## src/logic/mfs_defines.svh

```systemverilog
`ifndef MFS_DEFINES_SVH
`define MFS_DEFINES_SVH

// ----------------------------------------
// register offsets (byte addresses)
// ----------------------------------------
`define MFS_OFS_CTRL 8'h00
`define MFS_OFS_STATUS 8'h04
`define MFS_OFS_IRQ_STAT 8'h08
`define MFS_OFS_IRQ_MASK 8'h0C
`define MFS_OFS_CFG 8'h10

// ----------------------------------------
// field positions
// ----------------------------------------
`define MFS_CTRL_AUTO_BIT 0
`define MFS_ST_LATCH_BIT 0
`define MFS_ST_PWR_BIT 1
`define MFS_ST_CODE_LSB 8
`define MFS_IRQ_TRIP_BIT 0
`define MFS_IRQ_CLEAR_BIT 1
`define MFS_CFG_THR_LSB 0
`define MFS_CFG_TIME_LSB 16

// ----------------------------------------
// reset values
// ----------------------------------------
`define MFS_RST_CTRL 1'h0
`define MFS_RST_MASK 2'h0
`define MFS_RST_THR_PCT 8'h14
`define MFS_RST_TRIP_MS 16'h03E8

// ----------------------------------------
// fault codes
// ----------------------------------------
`define MFS_CODE_NONE 8'h00
`define MFS_CODE_PHASE_LOSS 8'h03
`define MFS_CODE_OVERTEMP 8'h04

// ----------------------------------------
// timing
// ----------------------------------------
`define MFS_CLK_PERIOD_NS 100
`define MFS_MS_NS 1000000
`define MFS_MS_CYCLES (`MFS_MS_NS / `MFS_CLK_PERIOD_NS)
`define MFS_AUTO_DELAY_MS 16'h03E8
`define MFS_FLASH_PERIOD_MS 10'h3E8
`define MFS_FLASH_ON_MS 10'h0FA

`endif

```

## src/logic/mfs_pkg.sv

```systemverilog
package mfs_pkg;

	// supervisor states
	typedef enum logic [0:0] {
		MFS_RUN = 1'b0,
		MFS_TRIP = 1'b1
	} mfs_state_e;

	// measured conditions from the analog front ends and sequencer
	typedef struct packed {
		logic starting;
		logic full_voltage;
		logic [2:0] supply_present;
		logic motor_connected;
		logic [7:0] current_pct;
		logic heatsink_hot;
		logic temp_sensor_ok;
	} mfs_sense_s;

	// operator and remote reset sources
	typedef struct packed {
		logic reset_key;
		logic remote_reset_input_a;
		logic remote_reset_input_b;
	} mfs_reset_src_s;

endpackage

```

## src/logic/mfs_supervisor.sv

```systemverilog
`timescale 1ns/1ps
`include "mfs_defines.svh"
// Contract
// - fault blocks power stage while latched
// - latched fault flashes its identifying led
// - no resume without a reset event
// - power-on reset clears latched fault
// - front-panel key press clears fault
// - auto reset only when switch enabled
// - either remote input clears fault
// - start: missing supply or motor trips
// - full voltage undercurrent trips after time
// - defaults one second, twenty percent
// - overtemp single flash, ready stays lit
// - missing temperature sensor trips overtemp
module mfs_supervisor #(
	parameter int MS_CYCLES = `MFS_MS_CYCLES
) (
	// system
	input wire logic clk_i,
	input wire logic rst_i,
	// wishbone slave
	input wire logic wb_cyc_i,
	input wire logic wb_stb_i,
	input wire logic wb_we_i,
	input wire logic [7:0] wb_adr_i,
	input wire logic [3:0] wb_sel_i,
	input wire logic [31:0] wb_dat_i,
	output logic [31:0] wb_dat_o,
	output logic wb_ack_o,
	// sensing and reset sources
	input wire mfs_pkg::mfs_sense_s sense_i,
	input wire mfs_pkg::mfs_reset_src_s rst_src_i,
	// power stage, leds, interrupt
	output logic power_enable_o,
	output logic led_phase_loss_o,
	output logic led_fault_o,
	output logic led_ready_o,
	output logic irq_o
);

	// ----------------------------------------
	// functions
	// ----------------------------------------
	function automatic logic [31:0] merge_sel(input logic [31:0] old_v, input logic [31:0] new_v,
		input logic [3:0] sel);
		logic [31:0] r;
		r = old_v;
		for (int b = 0; b < 4; b++) begin
			if (sel[b]) begin
				r[b*8 +: 8] = new_v[b*8 +: 8];
			end
		end
		return r;
	endfunction

	// ----------------------------------------
	// declarations
	// ----------------------------------------
	mfs_pkg::mfs_state_e state;
	mfs_pkg::mfs_state_e next_state;
	logic [7:0] code;
	logic auto_en;
	logic [7:0] thr_pct;
	logic [15:0] trip_ms;
	logic [1:0] irq_stat;
	logic [1:0] irq_mask;
	logic [31:0] ms_cnt;
	logic ms_tick;
	logic [15:0] pl_ms;
	logic [15:0] auto_ms;
	logic [9:0] flash_ms;
	logic flash_on;
	logic [2:0] src_prev;
	logic [2:0] src_rise;
	logic key_rise;
	logic rem_rise;
	logic auto_fire;
	logic clear_evt;
	logic pl_cond;
	logic ot_cond;
	logic pl_trip;
	logic wb_req;
	logic wr_ctrl;
	logic wr_irq;
	logic wr_mask;
	logic wr_cfg;
	logic [31:0] cfg_word;
	logic [31:0] cfg_new;

	assign wb_req = wb_cyc_i && wb_stb_i && !wb_ack_o;
	assign wr_ctrl = wb_req && wb_we_i && (wb_adr_i == `MFS_OFS_CTRL);
	assign wr_irq = wb_req && wb_we_i && (wb_adr_i == `MFS_OFS_IRQ_STAT);
	assign wr_mask = wb_req && wb_we_i && (wb_adr_i == `MFS_OFS_IRQ_MASK);
	assign wr_cfg = wb_req && wb_we_i && (wb_adr_i == `MFS_OFS_CFG);
	assign cfg_word = (32'(thr_pct) << `MFS_CFG_THR_LSB) | (32'(trip_ms) << `MFS_CFG_TIME_LSB);
	assign cfg_new = merge_sel(cfg_word, wb_dat_i, wb_sel_i);

	// ----------------------------------------
	// millisecond tick and flash timebase
	// ----------------------------------------
	assign ms_tick = (ms_cnt == 32'(MS_CYCLES - 1));
	assign flash_on = (flash_ms < `MFS_FLASH_ON_MS);

	always_ff @(posedge clk_i) begin
		if (rst_i || ms_tick) begin
			ms_cnt <= 32'h0;
		end else begin
			ms_cnt <= ms_cnt + 32'h1;
		end
	end

	always_ff @(posedge clk_i) begin
		if (rst_i) begin
			flash_ms <= 10'h0;
		end else if (ms_tick) begin
			flash_ms <= (flash_ms == `MFS_FLASH_PERIOD_MS - 10'h1) ? 10'h0 : flash_ms + 10'h1;
		end
	end

	// ----------------------------------------
	// reset sources
	// ----------------------------------------
	always_ff @(posedge clk_i) begin
		if (rst_i) begin
			src_prev <= 3'h0;
		end else begin
			src_prev <= rst_src_i;
		end
	end

	assign src_rise = rst_src_i & ~src_prev;
	assign key_rise = src_rise[2];
	assign rem_rise = src_rise[1] || src_rise[0];
	assign auto_fire = auto_en && (state == mfs_pkg::MFS_TRIP) && (auto_ms >= `MFS_AUTO_DELAY_MS);
	assign clear_evt = key_rise || rem_rise || auto_fire;

	always_ff @(posedge clk_i) begin
		if (rst_i || state != mfs_pkg::MFS_TRIP) begin
			auto_ms <= 16'h0;
		end else if (ms_tick && auto_ms != 16'hFFFF) begin
			auto_ms <= auto_ms + 16'h1;
		end
	end

	// ----------------------------------------
	// fault detection
	// ----------------------------------------
	// missing phase or motor while starting, or undercurrent at full voltage
	assign pl_cond = (sense_i.starting && (!(&sense_i.supply_present) || !sense_i.motor_connected)) ||
		(sense_i.full_voltage && (sense_i.current_pct < thr_pct));
	assign ot_cond = sense_i.heatsink_hot || !sense_i.temp_sensor_ok;
	assign pl_trip = pl_cond && (pl_ms >= trip_ms);

	always_ff @(posedge clk_i) begin
		if (rst_i || !pl_cond || state == mfs_pkg::MFS_TRIP) begin
			pl_ms <= 16'h0;
		end else if (ms_tick && pl_ms != 16'hFFFF) begin
			pl_ms <= pl_ms + 16'h1;
		end
	end

	// ----------------------------------------
	// fault latch
	// ----------------------------------------
	always_comb begin
		next_state = state;
		case (state)
			mfs_pkg::MFS_RUN: begin
				if (ot_cond || pl_trip) begin
					next_state = mfs_pkg::MFS_TRIP;
				end
			end
			mfs_pkg::MFS_TRIP: begin
				// leave only on a reset event
				if (clear_evt) begin
					next_state = mfs_pkg::MFS_RUN;
				end
			end
			default: begin
				next_state = mfs_pkg::MFS_RUN;
			end
		endcase
	end

	always_ff @(posedge clk_i) begin
		if (rst_i) begin
			state <= mfs_pkg::MFS_RUN;
		end else begin
			state <= next_state;
		end
	end

	// code captured on first trip only
	always_ff @(posedge clk_i) begin
		if (rst_i) begin
			code <= `MFS_CODE_NONE;
		end else if (state == mfs_pkg::MFS_RUN && ot_cond) begin
			code <= `MFS_CODE_OVERTEMP;
		end else if (state == mfs_pkg::MFS_RUN && pl_trip) begin
			code <= `MFS_CODE_PHASE_LOSS;
		end else if (state == mfs_pkg::MFS_TRIP && clear_evt) begin
			code <= `MFS_CODE_NONE;
		end
	end

	// ----------------------------------------
	// power stage and leds
	// ----------------------------------------
	// power stage blocked on trip
	always_ff @(posedge clk_i) begin
		if (rst_i) begin
			power_enable_o <= 1'b0;
		end else begin
			power_enable_o <= (next_state == mfs_pkg::MFS_RUN);
		end
	end

	always_ff @(posedge clk_i) begin
		if (rst_i) begin
			led_phase_loss_o <= 1'b0;
			led_fault_o <= 1'b0;
			led_ready_o <= 1'b0;
		end else begin
			led_phase_loss_o <= (state == mfs_pkg::MFS_TRIP) && (code == `MFS_CODE_PHASE_LOSS) && flash_on;
			led_fault_o <= (state == mfs_pkg::MFS_TRIP) && (code == `MFS_CODE_OVERTEMP) && flash_on;
			led_ready_o <= 1'b1;
		end
	end

	// ----------------------------------------
	// registers and interrupt
	// ----------------------------------------
	always_ff @(posedge clk_i) begin
		if (rst_i) begin
			auto_en <= `MFS_RST_CTRL;
			irq_mask <= `MFS_RST_MASK;
			thr_pct <= `MFS_RST_THR_PCT;
			trip_ms <= `MFS_RST_TRIP_MS;
		end else begin
			if (wr_ctrl && wb_sel_i[0]) begin
				auto_en <= wb_dat_i[`MFS_CTRL_AUTO_BIT];
			end
			if (wr_mask && wb_sel_i[0]) begin
				irq_mask <= wb_dat_i[1:0];
			end
			if (wr_cfg) begin
				thr_pct <= cfg_new[`MFS_CFG_THR_LSB +: 8];
				trip_ms <= cfg_new[`MFS_CFG_TIME_LSB +: 16];
			end
		end
	end

	// write one to clear; a same-cycle event wins
	always_ff @(posedge clk_i) begin
		if (rst_i) begin
			irq_stat <= 2'h0;
		end else begin
			irq_stat[`MFS_IRQ_TRIP_BIT] <= (state == mfs_pkg::MFS_RUN && next_state == mfs_pkg::MFS_TRIP) ||
				(irq_stat[`MFS_IRQ_TRIP_BIT] && !(wr_irq && wb_sel_i[0] && wb_dat_i[`MFS_IRQ_TRIP_BIT]));
			irq_stat[`MFS_IRQ_CLEAR_BIT] <= (state == mfs_pkg::MFS_TRIP && clear_evt) ||
				(irq_stat[`MFS_IRQ_CLEAR_BIT] && !(wr_irq && wb_sel_i[0] && wb_dat_i[`MFS_IRQ_CLEAR_BIT]));
		end
	end

	always_ff @(posedge clk_i) begin
		if (rst_i) begin
			irq_o <= 1'b0;
		end else begin
			irq_o <= |(irq_stat & irq_mask);
		end
	end

	// ----------------------------------------
	// wishbone answer
	// ----------------------------------------
	always_ff @(posedge clk_i) begin
		if (rst_i) begin
			wb_ack_o <= 1'b0;
			wb_dat_o <= 32'h0;
		end else begin
			wb_ack_o <= wb_req;
			if (wb_req && !wb_we_i) begin
				case (wb_adr_i)
					`MFS_OFS_CTRL: begin
						wb_dat_o <= 32'(auto_en) << `MFS_CTRL_AUTO_BIT;
					end
					`MFS_OFS_STATUS: begin
						wb_dat_o <= (32'(state == mfs_pkg::MFS_TRIP) << `MFS_ST_LATCH_BIT) |
							(32'(power_enable_o) << `MFS_ST_PWR_BIT) | (32'(code) << `MFS_ST_CODE_LSB);
					end
					`MFS_OFS_IRQ_STAT: begin
						wb_dat_o <= 32'(irq_stat);
					end
					`MFS_OFS_IRQ_MASK: begin
						wb_dat_o <= 32'(irq_mask);
					end
					`MFS_OFS_CFG: begin
						wb_dat_o <= cfg_word;
					end
					default: begin
						wb_dat_o <= 32'h0;
					end
				endcase
			end
		end
	end
endmodule

```

## config.mk

```make
export PLATFORM = sky130hd
export DESIGN_NAME = mfs_supervisor
export DESIGN_NICKNAME = d
export VERILOG_FILES = /design/src/logic/mfs_pkg.sv /design/src/logic/mfs_supervisor.sv
export VERILOG_INCLUDE_DIRS = /design/src /design/src/logic
export SDC_FILE = /design/constraint.sdc
export NUM_CORES = 1
export LEC_CHECK = 0
export BUFFER_PORTS_ARGS = -buffer_cell sky130_fd_sc_hd__clkbuf_2
export CAP_MARGIN = 5
export CORE_MARGIN = 5
export CORE_UTILIZATION = 40
export CTS_BUF_LIST = sky130_fd_sc_hd__clkbuf_8 sky130_fd_sc_hd__clkbuf_16
export DETAILED_ROUTE_END_ITERATION = 12
export PLACE_DENSITY = 0.59
export SLEW_MARGIN = 20
export SYNTH_ARGS = -nofsm -noshare
export SYNTH_HDL_FRONTEND = slang
export SYNTH_SLANG_ARGS = --single-unit
```

## constraint.sdc

```tcl
create_clock -name clk_i -period 2.4 [get_ports clk_i]
set_input_delay 0.12 -clock clk_i [delete_from_list [all_inputs] [get_ports clk_i]]
set_output_delay 0.12 -clock clk_i [all_outputs]
set_load 0.005 [all_outputs]
```

==> flow_summary.yaml, run 1 <==
setup_path:
  critPathBufInv: 1
  r2r-end: "pl_ms[14]$_SDFFE_PP0P_"
  cp_data_arrival_time_ps: 2610
  crit_fanout: 10
  slowest_stage: "a2111o_1"
  critPathCapture: "pl_ms[14]$_SDFFE_PP0P_"
  crit_cells: 7
  cpPeakStageDelay_ps: 490
  crit_start: "ms_cnt[0]$_SDFF_PP0_"
  crit_type: "register to register"
  cp_data_required_time_ps: 2750
  start_kind: "register"
  reg2reg_depth: 7
  crit_chain: "ha_2, and3_1, nand4_1, buf_4, a2111o_1, or3_1, a211oi_2"
  crit_family: "compound AO/OA/AOI/OAI gates"
  r2r_setup_slack_ps: 140
  r2r-start: "ms_cnt[0]$_SDFF_PP0_"
  critPathCaptureType: "register"
timing:
  setup_tns_ps: 0
  finalSetupViolations: 0
  skew_ps: 8.573
  finalCriticalPeriod_ps: 2265
  max_freq_mhz: 441.5
  finalCritPeriodShare: 0.9437
  worst_pin_slew_ps: 611.8
  hold_ws_ps: 5.568
  setup_ws_ps: 135.1
  rsz0062_at_grt: "false"
  maxSlewHeadroom: 0.5921
  slew_viol_final: 0
  finalHoldViolCount: 0
floorplanning:
  fp.dieW_um: 141.0
  num_io_pins: 106
  start_util: 0.4108
  coreArea_sq_mm: 0.01670
  dieArea_sq_mm: 0.01987
  rows: 47
  fp.dieH_um: 141.0
outcome:
  outcome: "complete, no violations"
clock_network:
  clockBufferDepth: 2
  cts.sinks: 141
  worstSkewPairLatency_ps: 430
  path_clk_slew_ps: 60
  htree_levels: 4
  cts_tree: "done"
  root_buffer: "clkbuf_16"
  cts_made_buffers: 17
cells_and_area:
  drive_gt1_frac: 0.1857
  diodes: 0
  areaGrowthSynthToFinish_pct: 25.39
  final_common_cell: "dfxtp_1"
  mostFrequentLayoutCells: "dfxtp_1, clkbuf_2, nand2_1"
  nets: 1036
  fin_util: 0.5151
global_route:
  overflow: 0
  antenna_found_initial: 0
  grt.total_usage: 0.1687
  grt_max_degree: 50
  grt_pass1_wl_um: 27850
  first_global_vias: 5657
pwr:
  combPwrFrac: 0.055
  clkPwrFrac: 0.506
  switching_share: 0.2284
  p_leak_uw: 0.003348
  p_int_uw: 4188
  seqPwrFrac: 0.439
  p_switching_uw: 1240
  ir_worst_vdd_uv: 550.7
  pwr_density_cell_mw_per_mm2: 631.0
synth:
  netlist_top_cells_area: "dfxtp_1, ha_1, nand2_1"
  avgSynthCellArea_sq_um: 8.449
  synth_top_family_by_area: "simple AND/OR/NAND/NOR gates"
  synth_area_sq_mm: 0.006860
  synth_xor_area_frac: 0.04468
  synth-async-reset-ratio: 0
  synth_seq_cells: 141
  synth_top_area_frac: 0.4115
  synthAdderAreaFrac: 0.05107
  synth_compound_area_frac: 0.1300
  yosysUniqueCellTypes: 65
  ys_warn_count: 0
  synthMuxAreaShare: 0.03666
  ys_seq_area_frac: 0.4115
  synth_top_cell_by_area: "dfxtp_1"
  synth_edf_count: 0
  synth-simple-area-share: 0.2699
  syn_inst: 812
  synthFlopType: "dfxtp_1"
place:
  gp_congestion: 0.7835
  pre_cts_ws_ps: 39.12
  io_buffer_count: 91
  dpl.hpwl_um: 11550
route:
  via_per_inst: 5.190
  finalWirelength_um: 16720
  drc_errors: 0
  first_pass_iters: 4
  drt_iter0_markers: 280
  ant_nets: 0
  wl_per_cell_um: 14.26
  vias: 6088
worst_hold_path:
  min_from: "rst_i"
  hold_path_class: "primary input to register"
job:
  cap_violations: 0
==> per-layer routing <==
layer	vias up	global-route usage	wire (um)
met5	-	0	0
met4	0	0.03672	150
met3	15	0.04064	751
met2	105	0.2664	7500
met1	2782	0.2351	8320
li1	3186	-	-
==> power groups by stage <==
stage | clock (uW) | sequential (uW) | combinational, uW
3_5_place_dp | 0 | 2440 | 251
6_report | 2750 | 2380 | 297
3_3_place_gp | 0 | 2440 | 251
2_1_floorplan | 0 | 2430 | 143
5_1_grt | 2900 | 2390 | 332
4_1_cts | 2810 | 2380 | 293
==> cell usage after synthesis, types with 2 or more instances <==
cell type and instances:
or4_1 14, mux2i_1 24, a31oi_1 2, a31o_2 2
dfxtp_1 141, nor3_1 22, nand2_1 79, a41oi_1 3
ha_1 28, nor4bb_1 2, buf_1 2, a2111oi_0 2
or2_2 5, o31ai_1 12, o21ai_0 19, and3b_1 2
inv_1 41, or3_1 12, buf_4 6, nand2b_1 10
o311ai_0 3, nor3b_1 2, clkbuf_1 32, xnor2_1 30
and2_1 4, a211oi_1 18, and4_1 12, nor2_1 68
nand4_1 21, nor4b_1 3, a21oi_1 52, and3_1 13
nand3b_1 2, o211ai_1 6, nand3_1 54, nor2b_1 2
nor4_1 18, xor2_1 5, o31a_1 2, buf_2 8
o41ai_1 4, nand4_2 2
==> worst min-delay path by stage <==
| stage | endpoint | slack [ps] | cells after the start |
|---|---|---|---|
| global placement | trip_ms[8]$_SDFFE_PP1P_ | 340 | 3 |
| global route | src_prev[2]$_SDFF_PP0_ | 20 | 2 |
| floorplan | trip_ms[3]$_SDFFE_PP1P_ | 250 | 2 |
| finish | src_prev[2]$_SDFF_PP0_ | 6 | 2 |
| detailed placement | trip_ms[6]$_SDFFE_PP1P_ | 350 | 3 |
| CTS | src_prev[2]$_SDFF_PP0_ | 4 | 2 |
==> state kept, by name, indices dropped and copies added, names as in the netlist <==
signal            flops
auto_en               1
auto_ms              16
code                  2
flash_ms             10
irq_mask              2
irq_o                 1
irq_stat              2
led_fault_o           1
led_phase_loss_o      1
led_ready_o           1
ms_cnt               32
pl_ms                16
power_enable_o        1
src_prev              3
state                 1
thr_pct               8
trip_ms              16
wb_ack_o              1
wb_dat_o             26
==> repair_timing <==
action | 4_1_cts | 5_1_grt
endpoints found under the setup margin | 0 | 8
setup buffers | 0 | 3
gates resized for setup | 0 | 7
hold buffers | 31 | 0
hold endpoints to repair | 30 | 0
==> stage by stage <==
| step | total power, uW | cell area (sq um) | std cells |
|---|---|---|---|
| 5_1_grt | 5620 | 8602 | 1173 |
| 2_1_floorplan | 2569 | 6875 | 816 |
| 3_3_place_gp | 2688 | 7627 | 1107 |
| 6_report | 5428 | 8602 | 1173 |
| 4_1_cts | 5483 | 8554 | 1170 |
| 3_5_place_dp | 2688 | 7627 | 1107 |
==> kinds of logic (layout without fill, tap and decap cells) <==
family / count (synthesis) / after routing
AOI/OAI and AO/OA: 138 / 138
xor gates and xnor gates: 35 / 35
adders and majority gates: 28 / 28
buffers and inverters: 91 / 228
DFF: 141 / 141
muxes: 25 / 25
other: 1 / 5
and+or+nand+nor: 353 / 353
==> final cells by class <==
type,instances,area [sq um]
Clock buffer,19,452.9
Clock inverter,13,163.9
Fill cell,1642,8099
Inverter,42,157.7
Multi-Input combinational cell,584,3726
Sequential cell,141,2823
Tap cell,220,275.3
Timing Repair Buffer,154,1003
Power figures use the tool's default switching activity.
==> inputs of run 2 (changes only) <==
PLACE_DENSITY = 0.64   (was 0.59)
SETUP_SLACK_MARGIN = 0.15   (was default)
==> flow_summary.yaml, run 2 (synthesized netlist as in run 1, its figures left out) <==
setup_path:
  crit_fanout: 41
  cp_data_arrival_time_ps: 2530
  r2r-end: "pl_ms[5]$_SDFFE_PP0P_"
  critPathCaptureType: "register"
  crit_chain: "ha_2, and3_4, nand4_1, or2_1, buf_12, or4_1, a211oi_2"
  r2r_setup_slack_ps: 210
  critPathBufInv: 1
  reg2reg_depth: 7
  crit_type: "register to register"
  slowest_stage: "or4_1"
  start_kind: "register"
  cp_data_required_time_ps: 2740
  crit_family: "simple AND/OR/NAND/NOR gates"
  r2r-start: "ms_cnt[0]$_SDFF_PP0_"
  cpPeakStageDelay_ps: 540
cells_and_area:
  drive_gt1_frac: 0.1971
  mostFrequentLayoutCells: "dfxtp_1, clkbuf_2, nand2_1"
  top_regs: "ms_cnt x32, wb_dat_o x26"
  diodes: 0
  nets: 1037
  regMostFlops: "ms_cnt"
  largest_register_ffs: 32
  final_common_cell: "dfxtp_1"
  areaGrowthSynthToFinish_pct: 26.45
global_route:
  grt_pass1_wl_um: 27900
  grt.total_usage: 0.1702
  overflow: 0
  antenna_found_initial: 0
  grt_max_degree: 42
  first_global_vias: 5690
clock_network:
  cts.sinks: 141
  worstSkewPairLatency_ps: 430
  htree_levels: 4
  path_clk_slew_ps: 60
  cts_made_buffers: 17
  root_buffer: "clkbuf_16"
  cts_tree: "done"
  clockBufferDepth: 2
floorplanning:
  fp.dieH_um: 141.0
  dieArea_sq_mm: 0.01987
  coreArea_sq_mm: 0.01670
  rows: 47
  num_io_pins: 106
  fp.dieW_um: 141.0
  start_util: 0.4108
timing:
  skew_ps: 8.304
  rsz0062_at_grt: "true"
  setup_tns_ps: 0
  maxSlewHeadroom: 0.5364
  worst_pin_slew_ps: 695.5
  slew_viol_final: 0
  max_freq_mhz: 457.6
  finalSetupViolations: 0
  hold_ws_ps: 121.5
  finalHoldViolCount: 0
  finalCriticalPeriod_ps: 2185
  finalCritPeriodShare: 0.9106
pwr:
  ir_worst_vdd_uv: 495.1
  p_leak_uw: 0.003374
  pwr_density_cell_mw_per_mm2: 615.6
  power.total_uw: 5340
route:
  wl_per_cell_um: 14.51
  finalWirelength_um: 17040
  drc_errors: 0
  via_per_inst: 5.324
  vias: 6250
  first_pass_iters: 5
  drt_iter0_markers: 259
  ant_nets: 0
outcome:
  outcome: "complete, no violations"
place:
  gp_congestion: 0.7860
  dpl.hpwl_um: 11780
  io_buffer_count: 91
worst_hold_path:
  holdPathEnd: "power_enable_o$_SDFF_PP0_"
  hold_path_class: "primary input to register"
  min_from: "sense_i[15]"
  hold_depth: 4
job:
  cap_violations: 0
[run 2: changes by cell type in the layout (fill, tap and decap cells not counted), sizes merged]
| cell | before | now |
|---|---|---|
| clkinvlp | 2 | 1 |
| clkbuf | 111 | 109 |
| dlygate4sd3 | 31 | 32 |
| clkinv | 7 | 3 |
| inv | 43 | 52 |
| bufinv | 3 | 1 |
[run 2: worst max path at each step]
| stage | slack [ps] | cells past startpoint | to | start |
|---|---|---|---|---|
| 2_1_floorplan | 360 | 7 | state$_SDFF_PP0_ | trip_ms[15]$_SDFFE_PP0P_ |
| 3_3_place_gp | 130 | 7 | state$_SDFF_PP0_ | trip_ms[15]$_SDFFE_PP0P_ |
| 3_5_place_dp | 100 | 7 | state$_SDFF_PP0_ | trip_ms[15]$_SDFFE_PP0P_ |
| 4_1_cts | 160 | 7 | state$_SDFF_PP0_ | trip_ms[14]$_SDFFE_PP0P_ |
| 5_1_grt | 120 | 7 | pl_ms[14]$_SDFFE_PP0P_ | ms_cnt[0]$_SDFF_PP0_ |
| 6_report | 210 | 7 | pl_ms[5]$_SDFFE_PP0P_ | ms_cnt[0]$_SDFF_PP0_ |
[run 2: worst register-to-register path: stages (launching register included)]
cell      delay [ps]
dfxtp_2          350
ha_2             200
and3_4           200
nand4_1          110
or2_1            270
buf_12           180
or4_1            550
a211oi_2         230
[run 2: repair_timing]
item | in CTS | in global routing
resized for setup | 2 | 19
endpoints found under the hold margin | 30 | 0
setup buffers | 0 | 3
cloned | 0 | 0
endpoints found under the setup margin | 2 | 17
pin swaps | 0 | 6
hold buffers | 32 | 0
[run 2: through the flow]
step / setup slack (ps) / cells / area [sq um] / utilization
after floorplan: 356.0 / 816 / 6875 / -
after global placement: 133.6 / 1107 / 7650 / 0.4580
after detailed placement: 99.77 / 1107 / 7650 / 0.4580
after CTS: 158.0 / 1171 / 8571 / 0.5132
after global routing: 116.8 / 1174 / 8675 / 0.5194
final: 214.5 / 1174 / 8675 / 0.5194
[run 2: per-layer routing]
| metal | share of wire | vias up | routed length [um] | track usage |
|---|---|---|---|---|
| met3 | 0.050 | 13 | 854 | 0.04436 |
| met1 | 0.48 | 2922 | 8159 | 0.2236 |
| met2 | 0.46 | 127 | 7855 | 0.2749 |
| met5 | 0 | - | 0 | 0 |
| met4 | 0.0099 | 0 | 169 | 0.05354 |
| li1 | - | 3188 | - | - |
[run 2: report_power, final]
part / internal (uW) / switching [uW]
combinational: 135 / 168
clock: 1480 / 1170
sequential: 2360 / 22.9
total: 3980 / 1360
[run 2: final cells by class]
class                           instances  area [sq um]
Clock buffer                           17         425.4
Clock inverter                         15         166.4
Fill cell                            1574          8026
Inverter                               42         157.7
Multi-Input combinational cell        584          3781
Sequential cell                       141          2826
Tap cell                              220         275.3
Timing Repair Buffer                  155          1042
==> inputs of run 3 (changes only) <==
CORE_MARGIN = default   (was 5)
==> flow_summary.yaml, run 3 (synthesized netlist as in run 1, its figures left out) <==
floorplanning:
  fp.dieH_um: 133.0
  coreArea_sq_mm: 0.01664
  fp.dieW_um: 133.0
  dieArea_sq_mm: 0.01768
  rows: 47
  start_util: 0.4122
  num_io_pins: 106
timing:
  finalCritPeriodShare: 0.9024
  max_freq_mhz: 461.7
  setup_tns_ps: 0
  worst_pin_slew_ps: 622.5
  slew_viol_final: 0
  finalSetupViolations: 0
  finalCriticalPeriod_ps: 2166
  rsz0062_at_grt: "true"
  maxSlewHeadroom: 0.5850
  skew_ps: 16.41
  finalHoldViolCount: 0
place:
  place_inst: 1108
  place_area_sq_mm: 0.007632
  io_buffer_count: 91
  dpl.hpwl_um: 11210
  gp_congestion: 0.7962
job:
  cap_violations: 0
global_route:
  grt_max_degree: 53
  first_global_vias: 5889
  grt.total_usage: 0.1940
  overflow: 0
  antenna_found_initial: 0
  grt_pass1_wl_um: 28020
route:
  wl_per_cell_um: 14.09
  first_pass_iters: 5
  drt_iter0_markers: 279
  ant_nets: 0
  finalWirelength_um: 16540
  via_per_inst: 5.270
  vias: 6187
  drc_errors: 0
pwr:
  p_leak_uw: 0.003378
  combPwrFrac: 0.055
  ir_worst_vdd_uv: 486.4
  p_int_uw: 4148
  power.total_uw: 5400
  clkPwrFrac: 0.503
  pwr_density_cell_mw_per_mm2: 620.5
  switching_share: 0.2319
  seqPwrFrac: 0.442
  p_switching_uw: 1252
setup_path:
  reg2reg_depth: 7
  cp_data_required_time_ps: 2730
  cpPeakStageDelay_ps: 510
  cp_data_arrival_time_ps: 2490
  crit_type: "register to register"
  slowest_stage: "or4b_4"
  critPathCaptureType: "register"
  crit_chain: "inv_1, ha_4, nand4_1, nor3_2, or4b_4, and4_1, a2111oi_2"
  start_kind: "register"
  crit_fanout: 3
clock_network:
  cts_made_buffers: 17
  clockBufferDepth: 2
  cts_tree: "done"
  worstSkewPairLatency_ps: 430
  cts.sinks: 141
  htree_levels: 4
  path_clk_slew_ps: 60
  root_buffer: "clkbuf_16"
worst_hold_path:
  hold_path_class: "primary input to register"
  hold_depth: 4
cells_and_area:
  mostFrequentLayoutCells: "dfxtp_1, clkbuf_2, nand2_1"
  final_common_cell: "dfxtp_1"
  regMostFlops: "ms_cnt"
  design_area_sq_mm: 0.008702
  ff_latch_area_sq_mm: 0.002833
  final_cells: 1174
  nets: 1037
  top_regs: "ms_cnt x32, wb_dat_o x26"
  areaGrowthSynthToFinish_pct: 26.85
  largest_register_ffs: 32
  drive_gt1_frac: 0.2013
  multiInputGateArea_sq_mm: 0.003815
  fillers: 1540
  diodes: 0
outcome:
  outcome: "complete, no violations"
[run 3: power groups by stage]
stage                     Sequential (uW)  Clock (uW)  Combinational (uW)
after detailed placement             2440           0                 250
after global placement               2440           0                 249
after CTS                            2390        2770                 290
final                                2390        2720                 297
after floorplan                      2430           0                 143
after global routing                 2390        2880                 327
[run 3: area by class of cell]
class | count | share of cell area
clock buffers | 17 | 0.04889
inverters | 42 | 0.01812
repair buffers | 154 | 0.1163
well taps | 220 | 0.03163
flip-flops and latches | 141 | 0.3255
multi-input cells | 585 | 0.4384
clock inverters | 15 | 0.02114
[run 3: metrics by stage]
stage / util / hold WS, ps / setup slack, ps
final: 0.5229 / 104.0 / 234.2
after global routing: 0.5229 / 146.9 / 70.16
after CTS: 0.5148 / 90.63 / 146.2
after detailed placement: 0.4586 / 339.4 / 59.27
after global placement: 0.4586 / 331.8 / 112.4
after floorplan: - / 245.1 / 356.0
[run 3: repair_timing]
action,in CTS,in global routing
gates cloned,1,0
pin swaps,3,7
endpoints found under the setup margin,6,19
resized for setup,5,22
setup buffers,1,3
endpoints found under the hold margin,29,0
hold buffers,29,0
[run 3: final timing paths]
| check | end | startpoint | slack [ps] |
|---|---|---|---|
| max | state$_SDFF_PP0_ | trip_ms[13]$_SDFFE_PP0P_ | 230 |
| min | flash_ms[0]$_SDFFE_PP0P_ | rst_i | 100 |
| max reg2reg | state$_SDFF_PP0_ | trip_ms[13]$_SDFFE_PP0P_ | 230 |
| min reg2reg | wb_dat_o[7]$_SDFFE_PP0P_ | wb_dat_o[7]$_SDFFE_PP0P_ | 450 |
[run 3: critical path: cells and delay by family, from the launching register on]
| kind | cells | cell delay (ps) |
|---|---|---|
| simple gates | 4 | 1110 |
| compound gates | 1 | 260 |
| flops | 1 | 350 |
| buf+inv | 1 | 70 |
| fa+ha+maj | 1 | 270 |
[run 3: per-layer routing]
layer	GRT usage	wire [um]	vias to the layer above
li1	-	-	3195
met1	0.2476	7924	2849
met2	0.3258	7746	139
met3	0.04368	790	4
met4	0.05619	84	0
met5	0	0	-
